### src/logic/tsr_cfg.svh
// register map, field positions, reset values and constants of the slot routing block
`ifndef TSR_CFG_SVH
`define TSR_CFG_SVH

`define TSR_ADDR_ROUTE_SEL      8'h09
`define TSR_ADDR_A_LOW_MASK     8'h0A
`define TSR_ADDR_A_HIGH_MASK    8'h0B
`define TSR_ADDR_B_LOW_MASK     8'h0C
`define TSR_ADDR_B_HIGH_MASK    8'h0D
`define TSR_ADDR_TRACK_CTL      8'h0E
`define TSR_ADDR_STATUS         8'h1E
`define TSR_ADDR_TRACK_CFG      8'h1F

`define TSR_MAIN_SEL_MSB        5
`define TSR_MAIN_SEL_LSB        3
`define TSR_LL_SEL_MSB          2
`define TSR_LL_SEL_LSB          0
`define TSR_REF_MODE_BIT        7
`define TSR_OFFSET_MSB          6
`define TSR_OFFSET_LSB          4
`define TSR_GDELAY_MSB          3
`define TSR_GDELAY_LSB          0
`define TSR_CFG_FILTER_BIT      3
`define TSR_CFG_SRC_MSB         2
`define TSR_CFG_SRC_LSB         0

`define TSR_RST_ROUTE_SEL       8'h00
`define TSR_RST_MASK            8'hFF
`define TSR_RST_TRACK_CTL       8'h00
`define TSR_RST_TRACK_CFG       8'h00

`define TSR_SRC_MASKED          3'h4
`define TSR_SLOTS_PER_FRAME     16
`define TSR_FULL_SCALE          24'h7FFFFF
`define TSR_NEG_FULL_SCALE      24'h800001
`define TSR_OFFSET_STEP         24'h03D70A

`endif

### src/logic/tsr_pkg.sv
// types shared by the slot routing block
package tsr_pkg;

  typedef logic [23:0] tsr_sample_t;

  // one slot time of both input streams
  typedef struct packed {
    logic        first_slot;
    tsr_sample_t data_b;
    tsr_sample_t data_a;
  } tsr_slot_s;

  // one routed frame handed to the converter side
  typedef struct packed {
    tsr_sample_t       track;
    logic [3:0][23:0]  low_lat;
    logic [3:0][23:0]  main;
  } tsr_frame_s;

endpackage

### src/logic/tsr_slot_router.sv
// slot routing, tracking mask and tracking reference control with register port
`include "tsr_cfg.svh"
`timescale 1ns/1ps

module tsr_slot_router (
  // clock and reset
  input  wire logic                core_clk_in,
  input  wire logic                reset_in,
  // register port
  input  wire logic [7:0]          reg_addr_in,
  input  wire logic [7:0]          reg_wr_data_in,
  input  wire logic                reg_wr_in,
  input  wire logic                reg_rd_in,
  output logic      [7:0]          reg_rd_data_out,
  // slot stream from the serial inputs
  input  wire tsr_pkg::tsr_slot_s  slot_in,
  input  wire logic                slot_valid_in,
  output logic                     slot_ready_out,
  // routed frames toward the converters
  output tsr_pkg::tsr_frame_s      frame_out,
  output logic                     frame_valid_out,
  input  wire logic                frame_ready_in,
  // static controls for the converter side
  output logic      [3:0]          group_delay_out
);

  // register state
  logic [7:0] route_sel_ff;
  logic [7:0] a_low_mask_ff;
  logic [7:0] a_high_mask_ff;
  logic [7:0] b_low_mask_ff;
  logic [7:0] b_high_mask_ff;
  logic [7:0] track_ctl_ff;
  logic [3:0] track_cfg_ff;
  logic [7:0] rd_data_ff;

  // frame assembly state
  logic [3:0]               slot_idx_ff;
  logic [3:0][23:0]         main_ff;
  logic [3:0][23:0]         ll_ff;
  logic [22:0]              peak_ff;
  tsr_pkg::tsr_sample_t     fixed_ff;

  // two-entry output buffer
  tsr_pkg::tsr_frame_s      ent0_ff;
  tsr_pkg::tsr_frame_s      ent1_ff;
  logic [1:0]               cnt_ff;
  logic [1:0]               nxt_cnt;
  logic                     in_ready_ff;

  // decoded fields
  logic [2:0]  main_sel;
  logic [2:0]  ll_sel;
  logic        ref_mode;
  logic [2:0]  dc_offset;
  logic        track_filter_mode;
  logic [2:0]  track_src_sel;
  logic [15:0] mask_a;
  logic [15:0] mask_b;

  assign main_sel          = route_sel_ff[`TSR_MAIN_SEL_MSB:`TSR_MAIN_SEL_LSB];
  assign ll_sel            = route_sel_ff[`TSR_LL_SEL_MSB:`TSR_LL_SEL_LSB];
  assign ref_mode          = track_ctl_ff[`TSR_REF_MODE_BIT];
  assign dc_offset         = track_ctl_ff[`TSR_OFFSET_MSB:`TSR_OFFSET_LSB];
  assign track_filter_mode = track_cfg_ff[`TSR_CFG_FILTER_BIT];
  assign track_src_sel     = track_cfg_ff[`TSR_CFG_SRC_MSB:`TSR_CFG_SRC_LSB];
  // slot 1 sits in bit 15 of each joined mask
  assign mask_a            = {a_low_mask_ff, a_high_mask_ff};
  assign mask_b            = {b_low_mask_ff, b_high_mask_ff};

  // route select; reserved bits 7:6 are never stored, so they read back 0
  always_ff @(posedge core_clk_in) begin
    if (reset_in) begin
      route_sel_ff <= `TSR_RST_ROUTE_SEL;
    end else if (reg_wr_in && reg_addr_in == `TSR_ADDR_ROUTE_SEL) begin
      route_sel_ff <= {2'h0, reg_wr_data_in[5:0]};
    end
  end

  // slot masks reset to all ones, so with the masked source nothing is tracked until software opens slots
  always_ff @(posedge core_clk_in) begin
    if (reset_in) begin
      a_low_mask_ff <= `TSR_RST_MASK;
    end else if (reg_wr_in && reg_addr_in == `TSR_ADDR_A_LOW_MASK) begin
      a_low_mask_ff <= reg_wr_data_in;
    end
  end

  always_ff @(posedge core_clk_in) begin
    if (reset_in) begin
      a_high_mask_ff <= `TSR_RST_MASK;
    end else if (reg_wr_in && reg_addr_in == `TSR_ADDR_A_HIGH_MASK) begin
      a_high_mask_ff <= reg_wr_data_in;
    end
  end

  always_ff @(posedge core_clk_in) begin
    if (reset_in) begin
      b_low_mask_ff <= `TSR_RST_MASK;
    end else if (reg_wr_in && reg_addr_in == `TSR_ADDR_B_LOW_MASK) begin
      b_low_mask_ff <= reg_wr_data_in;
    end
  end

  always_ff @(posedge core_clk_in) begin
    if (reset_in) begin
      b_high_mask_ff <= `TSR_RST_MASK;
    end else if (reg_wr_in && reg_addr_in == `TSR_ADDR_B_HIGH_MASK) begin
      b_high_mask_ff <= reg_wr_data_in;
    end
  end

  // the group delay field is taken as written, the
  // controller is trusted to change it only with the converters idle
  always_ff @(posedge core_clk_in) begin
    if (reset_in) begin
      track_ctl_ff <= `TSR_RST_TRACK_CTL;
    end else if (reg_wr_in && reg_addr_in == `TSR_ADDR_TRACK_CTL) begin
      track_ctl_ff <= reg_wr_data_in;
    end
  end

  // tracking path config; upper nibble is not stored
  always_ff @(posedge core_clk_in) begin
    if (reset_in) begin
      track_cfg_ff <= 4'(`TSR_RST_TRACK_CFG);
    end else if (reg_wr_in && reg_addr_in == `TSR_ADDR_TRACK_CFG) begin
      track_cfg_ff <= reg_wr_data_in[3:0];
    end
  end

  // read data stands in the cycle after the strobe only
  always_ff @(posedge core_clk_in) begin
    if (reset_in) begin
      rd_data_ff <= 8'h00;
    end else if (reg_rd_in) begin
      case (reg_addr_in)
        `TSR_ADDR_ROUTE_SEL:   rd_data_ff <= route_sel_ff;
        `TSR_ADDR_A_LOW_MASK:  rd_data_ff <= a_low_mask_ff;
        `TSR_ADDR_A_HIGH_MASK: rd_data_ff <= a_high_mask_ff;
        `TSR_ADDR_B_LOW_MASK:  rd_data_ff <= b_low_mask_ff;
        `TSR_ADDR_B_HIGH_MASK: rd_data_ff <= b_high_mask_ff;
        `TSR_ADDR_TRACK_CTL:   rd_data_ff <= track_ctl_ff;
        `TSR_ADDR_TRACK_CFG:   rd_data_ff <= {4'h0, track_cfg_ff};
        `TSR_ADDR_STATUS:      rd_data_ff <= {slot_idx_ff, 1'b0, in_ready_ff, cnt_ff};
        default:               rd_data_ff <= 8'h00;
      endcase
    end else begin
      rd_data_ff <= 8'h00;
    end
  end

  // per-slot tracking contributions
  logic                 accept;
  logic [3:0]           cur_idx;
  logic                 last_slot;
  logic [22:0]          mag_a;
  logic [22:0]          mag_b;
  logic [22:0]          slot_peak;
  logic [22:0]          frame_peak;
  tsr_pkg::tsr_sample_t frame_fixed;
  tsr_pkg::tsr_sample_t track_word;

  function automatic logic [22:0] tsr_mag(input tsr_pkg::tsr_sample_t s);
    logic [23:0] neg;
    neg = 24'(~s + 24'h000001);
    if (!s[23]) begin
      tsr_mag = s[22:0];
    end else if (neg[23]) begin
      tsr_mag = 23'h7FFFFF;
    end else begin
      tsr_mag = neg[22:0];
    end
  endfunction

  // signed add with clamp to the symmetric full-scale range
  function automatic tsr_pkg::tsr_sample_t tsr_add_sat(input tsr_pkg::tsr_sample_t a,
                                                      input tsr_pkg::tsr_sample_t b);
    logic [24:0] sum;
    sum = {a[23], a} + {b[23], b};
    if (sum[24:23] == 2'b01) begin
      tsr_add_sat = `TSR_FULL_SCALE;
    end else if (sum[24:23] == 2'b10 || sum[23:0] == 24'h800000) begin
      tsr_add_sat = `TSR_NEG_FULL_SCALE;
    end else begin
      tsr_add_sat = sum[23:0];
    end
  endfunction

  assign accept    = slot_valid_in && in_ready_ff;
  // a first-slot marker realigns the frame
  assign cur_idx   = slot_in.first_slot ? 4'h0 : slot_idx_ff;
  assign last_slot = (cur_idx == 4'(`TSR_SLOTS_PER_FRAME - 1));
  assign mag_a     = tsr_mag(slot_in.data_a);
  assign mag_b     = tsr_mag(slot_in.data_b);

  always_comb begin
    slot_peak = 23'h000000;
    // only clear mask bits contribute, from either stream
    if (!mask_a[4'hF - cur_idx] && mag_a > slot_peak) begin
      slot_peak = mag_a;
    end
    if (!mask_b[4'hF - cur_idx] && mag_b > slot_peak) begin
      slot_peak = mag_b;
    end
    frame_peak = (cur_idx == 4'h0) ? slot_peak : ((slot_peak > peak_ff) ? slot_peak : peak_ff);
  end

  // fixed codes take the first slot of their stream A group
  assign frame_fixed = (cur_idx == {track_src_sel[1:0], 2'b00}) ? slot_in.data_a : fixed_ff;

  always_comb begin
    tsr_pkg::tsr_sample_t base;
    tsr_pkg::tsr_sample_t offs;
    base = 24'h000000;
    offs = 24'(dc_offset * `TSR_OFFSET_STEP);
    if (track_src_sel == `TSR_SRC_MASKED) begin
      base = {1'b0, frame_peak};
    end else begin
      base = frame_fixed;
    end
    if (track_filter_mode) begin
      // reference at full scale: output falls as the envelope rises
      if (ref_mode) begin
        base = 24'(`TSR_FULL_SCALE - base);
      end
    end else if (ref_mode) begin
      base = tsr_add_sat(24'h000000, 24'(~base + 24'h000001));
    end
    track_word = tsr_add_sat(base, offs);
  end

  // frame assembly
  always_ff @(posedge core_clk_in) begin
    if (reset_in) begin
      slot_idx_ff <= 4'h0;
      peak_ff     <= 23'h000000;
      fixed_ff    <= 24'h000000;
    end else if (accept) begin
      slot_idx_ff <= last_slot ? 4'h0 : 4'(cur_idx + 4'h1);
      peak_ff     <= frame_peak;
      fixed_ff    <= frame_fixed;
    end
  end

  // a slot lands in channel idx[1:0] when its group matches the selector
  always_ff @(posedge core_clk_in) begin
    if (reset_in) begin
      main_ff <= '0;
      ll_ff   <= '0;
    end else if (accept) begin
      if (cur_idx[3:2] == main_sel[1:0]) begin
        main_ff[cur_idx[1:0]] <= main_sel[2] ? slot_in.data_b : slot_in.data_a;
      end
      if (cur_idx[3:2] == ll_sel[1:0]) begin
        ll_ff[cur_idx[1:0]] <= ll_sel[2] ? slot_in.data_b : slot_in.data_a;
      end
    end
  end

  // the frame is complete once slot 16 arrives; it carries the last slot too
  tsr_pkg::tsr_frame_s new_frame;
  logic                push;
  logic                pop;

  always_comb begin
    new_frame         = '0;
    new_frame.main    = main_ff;
    new_frame.low_lat = ll_ff;
    new_frame.track   = track_word;
    if (cur_idx[3:2] == main_sel[1:0]) begin
      new_frame.main[cur_idx[1:0]] = main_sel[2] ? slot_in.data_b : slot_in.data_a;
    end
    if (cur_idx[3:2] == ll_sel[1:0]) begin
      new_frame.low_lat[cur_idx[1:0]] = ll_sel[2] ? slot_in.data_b : slot_in.data_a;
    end
  end

  assign push    = accept && last_slot;
  assign pop     = frame_valid_out && frame_ready_in;
  assign nxt_cnt = 2'(cnt_ff + {1'b0, push} - {1'b0, pop});

  // input ready is registered from the next fill level, so it never admits a
  // frame into a full buffer; costs one bubble after the buffer drains
  always_ff @(posedge core_clk_in) begin
    if (reset_in) begin
      cnt_ff      <= 2'h0;
      in_ready_ff <= 1'b0;
    end else begin
      cnt_ff      <= nxt_cnt;
      in_ready_ff <= (nxt_cnt < 2'h2);
    end
  end

  always_ff @(posedge core_clk_in) begin
    if (reset_in) begin
      ent0_ff <= '0;
      ent1_ff <= '0;
    end else begin
      case ({push, pop})
        2'b10: begin
          if (cnt_ff == 2'h0) begin
            ent0_ff <= new_frame;
          end else begin
            ent1_ff <= new_frame;
          end
        end
        2'b01: begin
          ent0_ff <= ent1_ff;
        end
        2'b11: begin
          if (cnt_ff == 2'h1) begin
            ent0_ff <= new_frame;
          end else begin
            ent0_ff <= ent1_ff;
            ent1_ff <= new_frame;
          end
        end
        default: ;
      endcase
    end
  end

  // outputs
  logic       valid_ff;
  logic [3:0] gdelay_ff;

  // valid follows the next fill level so it rises with the entry it flags
  always_ff @(posedge core_clk_in) begin
    if (reset_in) begin
      valid_ff <= 1'b0;
    end else begin
      valid_ff <= (nxt_cnt != 2'h0);
    end
  end

  // registered copy keeps the output straight from a flip-flop, one cycle late
  always_ff @(posedge core_clk_in) begin
    if (reset_in) begin
      gdelay_ff <= 4'h0;
    end else begin
      gdelay_ff <= track_ctl_ff[`TSR_GDELAY_MSB:`TSR_GDELAY_LSB];
    end
  end

  assign reg_rd_data_out = rd_data_ff;
  assign slot_ready_out  = in_ready_ff;
  assign frame_out       = ent0_ff;
  assign frame_valid_out = valid_ff;
  assign group_delay_out = gdelay_ff;

endmodule

### config.mk
export PLATFORM = sky130hd
export DESIGN_NAME = tsr_slot_router
export DESIGN_NICKNAME = d
export VERILOG_FILES = /design/src/logic/tsr_pkg.sv /design/src/logic/tsr_slot_router.sv
export VERILOG_INCLUDE_DIRS = /design/src /design/src/logic
export SDC_FILE = /design/constraint.sdc
export NUM_CORES = 2
export LEC_CHECK = 0
export BUFFER_PORTS_ARGS = -buffer_cell sky130_fd_sc_hd__buf_2
export CORE_MARGIN = 2
export CORE_UTILIZATION = 40
export CTS_CLUSTER_SIZE = 10
export DETAILED_ROUTE_END_ITERATION = 6
export SYNTH_ARGS = -nofsm -noshare
export SYNTH_HDL_FRONTEND = slang
export SYNTH_SLANG_ARGS = --single-unit
export TNS_END_PERCENT = 100
### constraint.sdc
create_clock -name core_clk_in -period 17.7 [get_ports core_clk_in]
set_input_delay 3.54 -clock core_clk_in [delete_from_list [all_inputs] [get_ports core_clk_in]]
set_output_delay 3.54 -clock core_clk_in [all_outputs]
set_load 0.005 [all_outputs]
After elaboration in Yosys (flattened, before gate mapping)
Cells that the tools add are included.
W data, S select, Z words.
{"block": "classes", "n_mux": 38, "multipliers": 1, "eq_ne": 26, "div_mod_pow": 0, "bitwise": 4, "add_sub_neg": 9, "reduce_logical": 25, "n_shift": 0, "n_lt_le_gt_ge": 7}
{"operator": "$mux W216", "count": 4}
{"operator": "$pmux W216 S3", "count": 1}
{"operator": "$pmux W216 S2", "count": 1}
{"operator": "$mux W24", "count": 12}
{"operator": "$bwmux W96", "count": 2}
{"operator": "$mux W96", "count": 2}
{"operator": "$mux W23", "count": 8}
{"operator": "$add A24 B1 Y24 const B", "count": 3}
{"operator": "$not A24 Y24", "count": 3}
{"operator": "$pmux W8 S8", "count": 1}
{"operator": "$demux W24 S2", "count": 1}
{"operator": "$eq A24 B24 Y1 const B", "count": 2}
{"operator": "$eq A8 B4 Y1 const B", "count": 6}
{"operator": "$gt A23 B23 Y1", "count": 2}
{"operator": "$add A24 B22 Y25", "count": 1}
{"operator": "$sub A23 B24 Y24 const A", "count": 1}
{"operator": "$gt A23 B1 Y1 const B", "count": 1}
{"operator": "$mul A3 B17 Y20 const B", "count": 1}
{"operator": "$eq A8 B5 Y1 const B", "count": 2}
{"operator": "$logic_and A1 B1 Y1", "count": 13}
{"operator": "$bmux W1 S4", "count": 2}
{"operator": "$eq A2 B1 Y1 const B", "count": 4}
{"operator": "$eq A2 B2 Y1 const B", "count": 4}
{"operator": "$mux W4", "count": 2}
{"operator": "24 further kinds", "count": 31}
{"block": "totals", "input_bits": 71, "ramBits": 0, "elab_cells": 151, "rom_bits": 0, "out_inout_bits": 230, "memories": 0, "regBits": 741, "latch_bits": 0}

Depth between registers and ports, before layout
{"block": "depth", "depth_word": 29, "depth_mapped": 62, "mapped_depth_nobuf": 55}

Worst setup path before layout
Ideal clock, no wire load.
{"block": "synth_path", "path_kind": "input-to-reg", "from": "input port slot_in[1] (netlist name)", "to": "register ent1_ff[210] (netlist name)", "setup_ns": 0.078, "arrival_ns": 14.632, "stages": 60, "required_ns": 17.622, "n_path_buf": 9, "setup_slack_ns": 2.990, "cell_sequence": "clkbuf_1 > inv_1 > ha_1 > nor4b_1 > nand4_1 > or3_1 > o31ai_1 > nand2_1 > o311ai_0 > ha_1 > nand4_1 > nor2_1 > nand2_1 > nor4bb_1 > a21o_1 > buf_6 > buf_2 > mux2i_1 > [... 24 more ...] > a21oi_1 > nor2_1 > nor2_1 > o21bai_1 > a21oi_1 > nor2b_1 > clkbuf_1 > nand3_1 > mux2i_1 > a211oi_2 > or4_1 > a21oi_1 > or4_1 > a31oi_4 > buf_6 > buf_6 > nor3_1 > nor3_1"}
{"block": "synth_between", "elab_chain_cells": 29, "word_cells_on_any_way": 37, "cone_classes": "add/sub (4); order compare (3); eq/ne (6); mux (18); bitwise (2); reduce/logical (4)"}
{"item": "from (decl)", "line_no": "tsr_slot_router.sv:16", "rtl": "input wire tsr_pkg::tsr_slot_s slot_in,"}
{"item": "$not A24 Y24", "line_no": "tsr_slot_router.sv:166", "rtl": "neg = 24'(~s + 24'h000001);"}
{"item": "$add A24 B1 Y24", "line_no": "tsr_slot_router.sv:166"}
{"item": "$mux W23", "line_no": "tsr_slot_router.sv:169", "rtl": "end else if (neg[23]) begin"}
{"item": "$mux W23", "line_no": "tsr_slot_router.sv:167", "rtl": "if (!s[23]) begin"}
{"item": "$gt A23 B1 Y1", "line_no": "tsr_slot_router.sv:200", "rtl": "if (!mask_a[4'hF - cur_idx] && mag_a > slot_peak) begin"}
{"item": "$logic_and A1 B1 Y1", "line_no": "tsr_slot_router.sv:200"}
{"item": "$mux W23", "line_no": "tsr_slot_router.sv:200"}
{"item": "$gt A23 B23 Y1", "line_no": "tsr_slot_router.sv:203", "rtl": "if (!mask_b[4'hF - cur_idx] && mag_b > slot_peak) begin"}
{"item": "[... 13 more ...]"}
{"item": "$mux W24 *", "line_no": "tsr_slot_router.sv:222", "rtl": "if (track_filter_mode) begin"}
{"item": "$add A24 B22 Y25 *", "line_no": "tsr_slot_router.sv:180", "rtl": "sum = {a[23], a} + {b[23], b};"}
{"item": "$eq A24 B24 Y1 / $eq A2 B2 Y1 (equally long branches)", "line_no": "tsr_slot_router.sv:183", "rtl": "end else if (sum[24:23] == 2'b10 || sum[23:0] == 24'h800000) begin"}
{"item": "$logic_or A1 B1 Y1", "line_no": "tsr_slot_router.sv:183"}
{"item": "$mux W24", "line_no": "tsr_slot_router.sv:183"}
{"item": "$mux W24 *", "line_no": "tsr_slot_router.sv:181", "rtl": "if (sum[24:23] == 2'b01) begin"}
{"item": "$mux W216, on equally long branches", "line_no": "tsr_slot_router.sv:312, tsr_slot_router.sv:302"}
{"item": "$pmux W216 S2 *", "line_no": "tsr_slot_router.sv:300", "rtl": "case ({push, pop})"}
{"item": "to (signal assigned)", "line_no": "tsr_slot_router.sv:305", "rtl": "ent1_ff <= new_frame;"}
{"item": "to (signal assigned)", "line_no": "tsr_slot_router.sv:316", "rtl": "ent1_ff <= new_frame;"}
{"item": "to (decl)", "line_no": "tsr_slot_router.sv:46", "rtl": "tsr_pkg::tsr_frame_s ent1_ff;"}
Every way passes the cells marked *; elsewhere a longest branch is shown, timed or not. The select of a mux whose other input is x is not followed.
A chain may end at the register's enable or synchronous reset.

Worst setup path after layout
{"block": "layout_path", "from": "input port slot_in[0] (netlist name)", "to": "register ent0_ff, in the netlist frame_out[212]"}
{"block": "layout_between", "elab_chain_cells": 29, "word_cells_on_any_way": 37, "cone_classes": "add/sub (4); order compare (3); eq/ne (6); mux (18); bitwise (2); reduce/logical (4)"}
{"item": "$not A24 Y24", "line_no": "tsr_slot_router.sv:166"}
{"item": "$add A24 B1 Y24", "line_no": "tsr_slot_router.sv:166"}
{"item": "$mux W23", "line_no": "tsr_slot_router.sv:169"}
{"item": "$mux W23", "line_no": "tsr_slot_router.sv:167"}
{"item": "$gt A23 B1 Y1", "line_no": "tsr_slot_router.sv:200"}
{"item": "$logic_and A1 B1 Y1", "line_no": "tsr_slot_router.sv:200"}
{"item": "$mux W23", "line_no": "tsr_slot_router.sv:200"}
{"item": "$gt A23 B23 Y1", "line_no": "tsr_slot_router.sv:203"}
{"item": "[... 13 more ...]"}
{"item": "$mux W24 *", "line_no": "tsr_slot_router.sv:222"}
{"item": "$add A24 B22 Y25 *", "line_no": "tsr_slot_router.sv:180"}
{"item": "$eq A24 B24 Y1 / $eq A2 B2 Y1 (equally long branches)", "line_no": "tsr_slot_router.sv:183"}
{"item": "$logic_or A1 B1 Y1", "line_no": "tsr_slot_router.sv:183"}
{"item": "$mux W24", "line_no": "tsr_slot_router.sv:183"}
{"item": "$mux W24 *", "line_no": "tsr_slot_router.sv:181"}
{"item": "$mux W216, on equally long branches", "line_no": "tsr_slot_router.sv:312, tsr_slot_router.sv:302"}
{"item": "$pmux W216 S3 *", "line_no": "tsr_slot_router.sv:300"}
{"item": "to (signal assigned)", "line_no": "tsr_slot_router.sv:303", "rtl": "ent0_ff <= new_frame;"}
{"item": "to (signal assigned)", "line_no": "tsr_slot_router.sv:313", "rtl": "ent0_ff <= new_frame;"}
{"item": "to (signal assigned)", "line_no": "tsr_slot_router.sv:315", "rtl": "ent0_ff <= ent1_ff;"}
{"item": "to (decl)", "line_no": "tsr_slot_router.sv:45", "rtl": "tsr_pkg::tsr_frame_s ent0_ff;"}
Marked as above.

==> impl_metrics.xml <==
<?xml version="1.0" encoding="UTF-8"?>
<metrics>
  <group name="worst_setup_path">
    <metric name="path_max_fanout" unit="">21</metric>
    <metric name="critPathRequiredTime" unit="ns">18.28</metric>
    <metric name="rrSetupSlack" unit="ns">3.75</metric>
    <metric name="worst_setup_path_end_kind" unit="">flip-flop</metric>
    <metric name="slowest_stage_delay_on_critical_path" unit="ns">0.92</metric>
    <metric name="critical_path_cell_with_the_highest_stage_delay" unit="">sky130_fd_sc_hd__a21o_1</metric>
    <metric name="r2r_end" unit="">frame_out[212]</metric>
    <metric name="critical_path_class" unit="">in -&gt; reg</metric>
    <metric name="cp_common_cell" unit="">sky130_fd_sc_hd__a21oi_1</metric>
    <metric name="worst_reg2reg_path_startpoint" unit="">slot_idx_ff[0]</metric>
    <metric name="worstSetupStartpointType" unit="">input port</metric>
    <metric name="rr_worst_depth" unit="">47</metric>
    <metric name="arrival" unit="ns">16.85</metric>
  </group>
  <group name="pwr">
    <metric name="p_switching" unit="uW">943</metric>
    <metric name="swShare" unit="%">25.7</metric>
    <metric name="power_per_cell_area" unit="nW/um2">88.2</metric>
    <metric name="cellLeakagePower" unit="nW">15.2</metric>
    <metric name="clkPwrFrac" unit="%">44.8</metric>
    <metric name="ir_drop" unit="uV">64.9</metric>
    <metric name="p_seq_share" unit="%">46.1</metric>
    <metric name="total_power_consumption" unit="mW">3.68</metric>
    <metric name="internal_power" unit="mW">2.73</metric>
    <metric name="comb_power_share" unit="%">9.0</metric>
  </group>
  <group name="global_route">
    <metric name="via_count_of_the_first_global_routing_pass" unit="">31600</metric>
    <metric name="grt_first_pass_wirelength" unit="um">199000</metric>
    <metric name="antenna_found_initial" unit="">10</metric>
    <metric name="globalRouteTotalUtil" unit="%">26.9</metric>
    <metric name="grt-ovfl-total" unit="">0</metric>
    <metric name="grt_max_degree" unit="">194</metric>
  </group>
  <group name="route">
    <metric name="firstDrtPassIters" unit="">5</metric>
    <metric name="ant_nets" unit="">0</metric>
    <metric name="initialDrtViolationCount" unit="">3504</metric>
    <metric name="drc" unit="">0</metric>
    <metric name="postRouteWirelength" unit="um">132000</metric>
    <metric name="detail_route.wl_per_cell" unit="um">21.9</metric>
    <metric name="routed_via_density" unit="">5.84</metric>
    <metric name="route.vias.total" unit="">35200</metric>
  </group>
  <group name="sta">
    <metric name="timing_worst_slew_pin_value" unit="ns">1.37</metric>
    <metric name="final_period_minus_worst_setup_slack" unit="ns">16.28</metric>
    <metric name="setup_failing_eps_final" unit="">0</metric>
    <metric name="max-slew-margin-rel" unit="%">8.41</metric>
    <metric name="slack_of_the_critical_path" unit="ns">1.42</metric>
    <metric name="worst_clock_skew" unit="ns">0.0357</metric>
    <metric name="final-max-slew-violation-count" unit="">0</metric>
    <metric name="rsz0062_at_grt" unit="">false</metric>
    <metric name="maxClockFrequency" unit="MHz">61.4</metric>
    <metric name="report.final.hold_viol_count" unit="">0</metric>
    <metric name="fin_crit_sh" unit="%">92.0</metric>
    <metric name="setup_tns" unit="ns">0</metric>
  </group>
  <group name="min_path">
    <metric name="holdCritStartpoint" unit="">ent1_ff[10]</metric>
    <metric name="hold_class" unit="">reg -&gt; reg</metric>
    <metric name="min_delay_path_depth" unit="">2</metric>
    <metric name="timing.hold.worst_endpoint" unit="">ent1_ff[10]</metric>
  </group>
  <group name="floorplanning">
    <metric name="start_util" unit="%">40.3</metric>
    <metric name="core.rowCount" unit="">111</metric>
    <metric name="design.core.area" unit="um2">91500</metric>
    <metric name="floorplan.die.height" unit="um">308</metric>
    <metric name="floorplan.die.width" unit="um">308</metric>
    <metric name="design.die.area" unit="um2">94600</metric>
    <metric name="ios" unit="">301</metric>
  </group>
  <group name="final_layout">
    <metric name="finalInstanceArea" unit="um2">41700</metric>
    <metric name="syn2layout_area_growth" unit="%">13.1</metric>
    <metric name="nets" unit="">4964</metric>
    <metric name="layout_common_cells" unit="">sky130_fd_sc_hd__nand2_1, sky130_fd_sc_hd__dfxtp_1, sky130_fd_sc_hd__nor2_1</metric>
    <metric name="mostFrequentLayoutCell" unit="">sky130_fd_sc_hd__nand2_1</metric>
    <metric name="layout.filler_cells" unit="">9200</metric>
    <metric name="layout-drive-gt1-share" unit="%">12.2</metric>
    <metric name="finish.utilization" unit="%">45.6</metric>
  </group>
  <group name="synth">
    <metric name="number_of_instances_in_the_synthesized_netlist" unit="">4731</metric>
    <metric name="postSynthNetCount" unit="">4896</metric>
    <metric name="synth.distinct_cells" unit="">95</metric>
    <metric name="primary_ff_master_synth" unit="">sky130_fd_sc_hd__dfxtp_1</metric>
    <metric name="dominant_cells_by_area_after_synthesis" unit="">sky130_fd_sc_hd__dfxtp_1, sky130_fd_sc_hd__nand2_1, sky130_fd_sc_hd__nor2_1</metric>
    <metric name="synthesized_area_per_cell" unit="um2">7.79</metric>
    <metric name="synth_top_cell_area_share" unit="%">40.2</metric>
    <metric name="synth_edf_count" unit="">0</metric>
    <metric name="synth.yosys.warnings" unit="">0</metric>
    <metric name="synth-seq-cells" unit="">741</metric>
    <metric name="syn-cell-area" unit="um2">36900</metric>
    <metric name="seq_area_frac_synth" unit="%">40.2</metric>
    <metric name="synthDominantAreaCellType" unit="">sky130_fd_sc_hd__dfxtp_1</metric>
    <metric name="share_of_flip_flops_with_an_asynchronous_set_or_reset" unit="%">0</metric>
  </group>
  <group name="clocking">
    <metric name="post_cts_resize_count" unit="">0</metric>
    <metric name="postCtsSetupBuffers" unit="">0</metric>
    <metric name="cts.path.max_buffers" unit="">3</metric>
    <metric name="clock_insertion_delay_worst_skew" unit="ns">0.67</metric>
    <metric name="number_of_buffers_added_to_fix_hold_violations_after_cts" unit="">0</metric>
    <metric name="cts_root_buffer" unit="">sky130_fd_sc_hd__clkbuf_16</metric>
    <metric name="clk_pin_slew" unit="ns">0.06</metric>
    <metric name="cts_sinks" unit="">741</metric>
    <metric name="clock_tree_from_tritoncts" unit="">built</metric>
    <metric name="cts_buffers" unit="">88</metric>
    <metric name="cts.htree.levels" unit="">3</metric>
  </group>
  <group name="place">
    <metric name="post-dp-hpwl" unit="um">88900</metric>
    <metric name="gp_congestion" unit="">0.934</metric>
    <metric name="place_worst_setup_slack" unit="ns">0.961</metric>
    <metric name="placement.io_buffers" unit="">300</metric>
    <metric name="post_dp_cell_area" unit="um2">39200</metric>
  </group>
  <group name="job">
    <metric name="drv.max_cap_violation_count" unit="">0</metric>
  </group>
  <group name="run_status">
    <metric name="run_status" unit="">completed</metric>
  </group>
</metrics>
[worst max path at each step]
stage                endpoint       start
2_1_floorplan    ent1_ff[210]  slot_in[1]
3_3_place_gp   frame_out[212]  slot_in[0]
3_5_place_dp   frame_out[213]  slot_in[1]
4_1_cts        frame_out[213]  slot_in[0]
5_1_grt        frame_out[213]  slot_in[1]
6_report       frame_out[212]  slot_in[0]
[cell type report]
| class | count | area, um2 | area share, % |
|---|---|---|---|
| inverters | 83 | 312 | 0.747 |
| flip-flops and latches | 741 | 14800 | 35.6 |
| multi-input cells | 3496 | 20300 | 48.6 |
| clock inverters | 11 | 141 | 0.339 |
| repair buffers | 389 | 2270 | 5.44 |
| diodes | 1 | 2.50 | 0.00600 |
| clock buffers | 109 | 2380 | 5.71 |
| well taps | 1186 | 1480 | 3.56 |
[critical path, delay by kind of cell]
family                   cells  cell delay [ns]
multiplexers                 2             0.67
AO/OA/AOI/OAI               18             5.11
AND/OR/NAND/NOR             23             5.33
buffers and inverters        4             0.62
adder cells (fa/ha/maj)      5             1.58
[metal layers]
layer,GRT usage [%],wire [um],share of wire (%)
met5,0,45,0.034
met1,39.9,61300,47
met3,4.09,9940,7.6
met4,7.49,3070,2.3
met2,40.2,57300,44
[Yosys cell counts (35+ instances only)]
| master | count |
|---|---|
| sky130_fd_sc_hd__nand2_1 | 837 |
| sky130_fd_sc_hd__dfxtp_1 | 741 |
| sky130_fd_sc_hd__nor2_1 | 565 |
| sky130_fd_sc_hd__clkbuf_1 | 343 |
| sky130_fd_sc_hd__a21oi_1 | 317 |
| sky130_fd_sc_hd__nor3_1 | 268 |
| sky130_fd_sc_hd__o21ai_0 | 264 |
| sky130_fd_sc_hd__a211oi_1 | 223 |
| sky130_fd_sc_hd__a221oi_1 | 201 |
| sky130_fd_sc_hd__mux2i_1 | 106 |
| sky130_fd_sc_hd__ha_1 | 90 |
| sky130_fd_sc_hd__inv_1 | 82 |
| sky130_fd_sc_hd__nand3_1 | 53 |
| sky130_fd_sc_hd__nor2b_1 | 48 |
| sky130_fd_sc_hd__xnor2_1 | 46 |
| sky130_fd_sc_hd__buf_1 | 44 |
| sky130_fd_sc_hd__xor2_1 | 35 |
[flip-flops by register name, indices dropped and copies added, names as in the netlist]
name / count
slot_idx_ff: 4
a_high_mask_ff: 8
ll_ff: 96
frame_out: 216
group_delay_out: 4
fixed_ff: 24
route_sel_ff: 6
ent1_ff: 216
b_high_mask_ff: 8
track_cfg_ff: 4
slot_ready_out: 1
b_low_mask_ff: 8
a_low_mask_ff: 8
frame_valid_out: 1
reg_rd_data_out: 8
peak_ff: 23
track_ctl_ff: 8
main_ff: 96
cnt_ff: 2
[through the flow]
| stage | cells | hold slack [ns] |
|---|---|---|
| 2_1_floorplan | 4731 | 0.432 |
| 3_3_place_gp | 5895 | 0.437 |
| 4_1_cts | 6015 | 0.451 |
| 5_1_grt | 6016 | 0.462 |
| 6_report | 6016 | 0.449 |
| 3_5_place_dp | 5895 | 0.443 |
[power groups by stage]
stage                     Combinational [mW]  Sequential (mW)  Clock, mW
final                                  0.332             1.70       1.65
after CTS                              0.325             1.70       1.69
after global routing                   0.358             1.70       1.75
after floorplan                        0.205             1.73          0
after detailed placement               0.324             1.73          0
after global placement                 0.326             1.73          0
[logic make-up (layout without fill, tap and decap cells)]
kind of cell	Yosys count	after routing	synth area share, %
and+or+nand+nor	1936	1936	22.6
DFF	741	741	40.2
xor gates and xnor gates	82	82	1.97
other	0	1	0
AOI/OAI and AO/OA	1258	1258	23.1
muxes	126	126	3.62
buffers and inverters	494	592	5.24
adders and majority gates	94	94	3.27
Note: power is estimated with default switching activity, not from simulation.
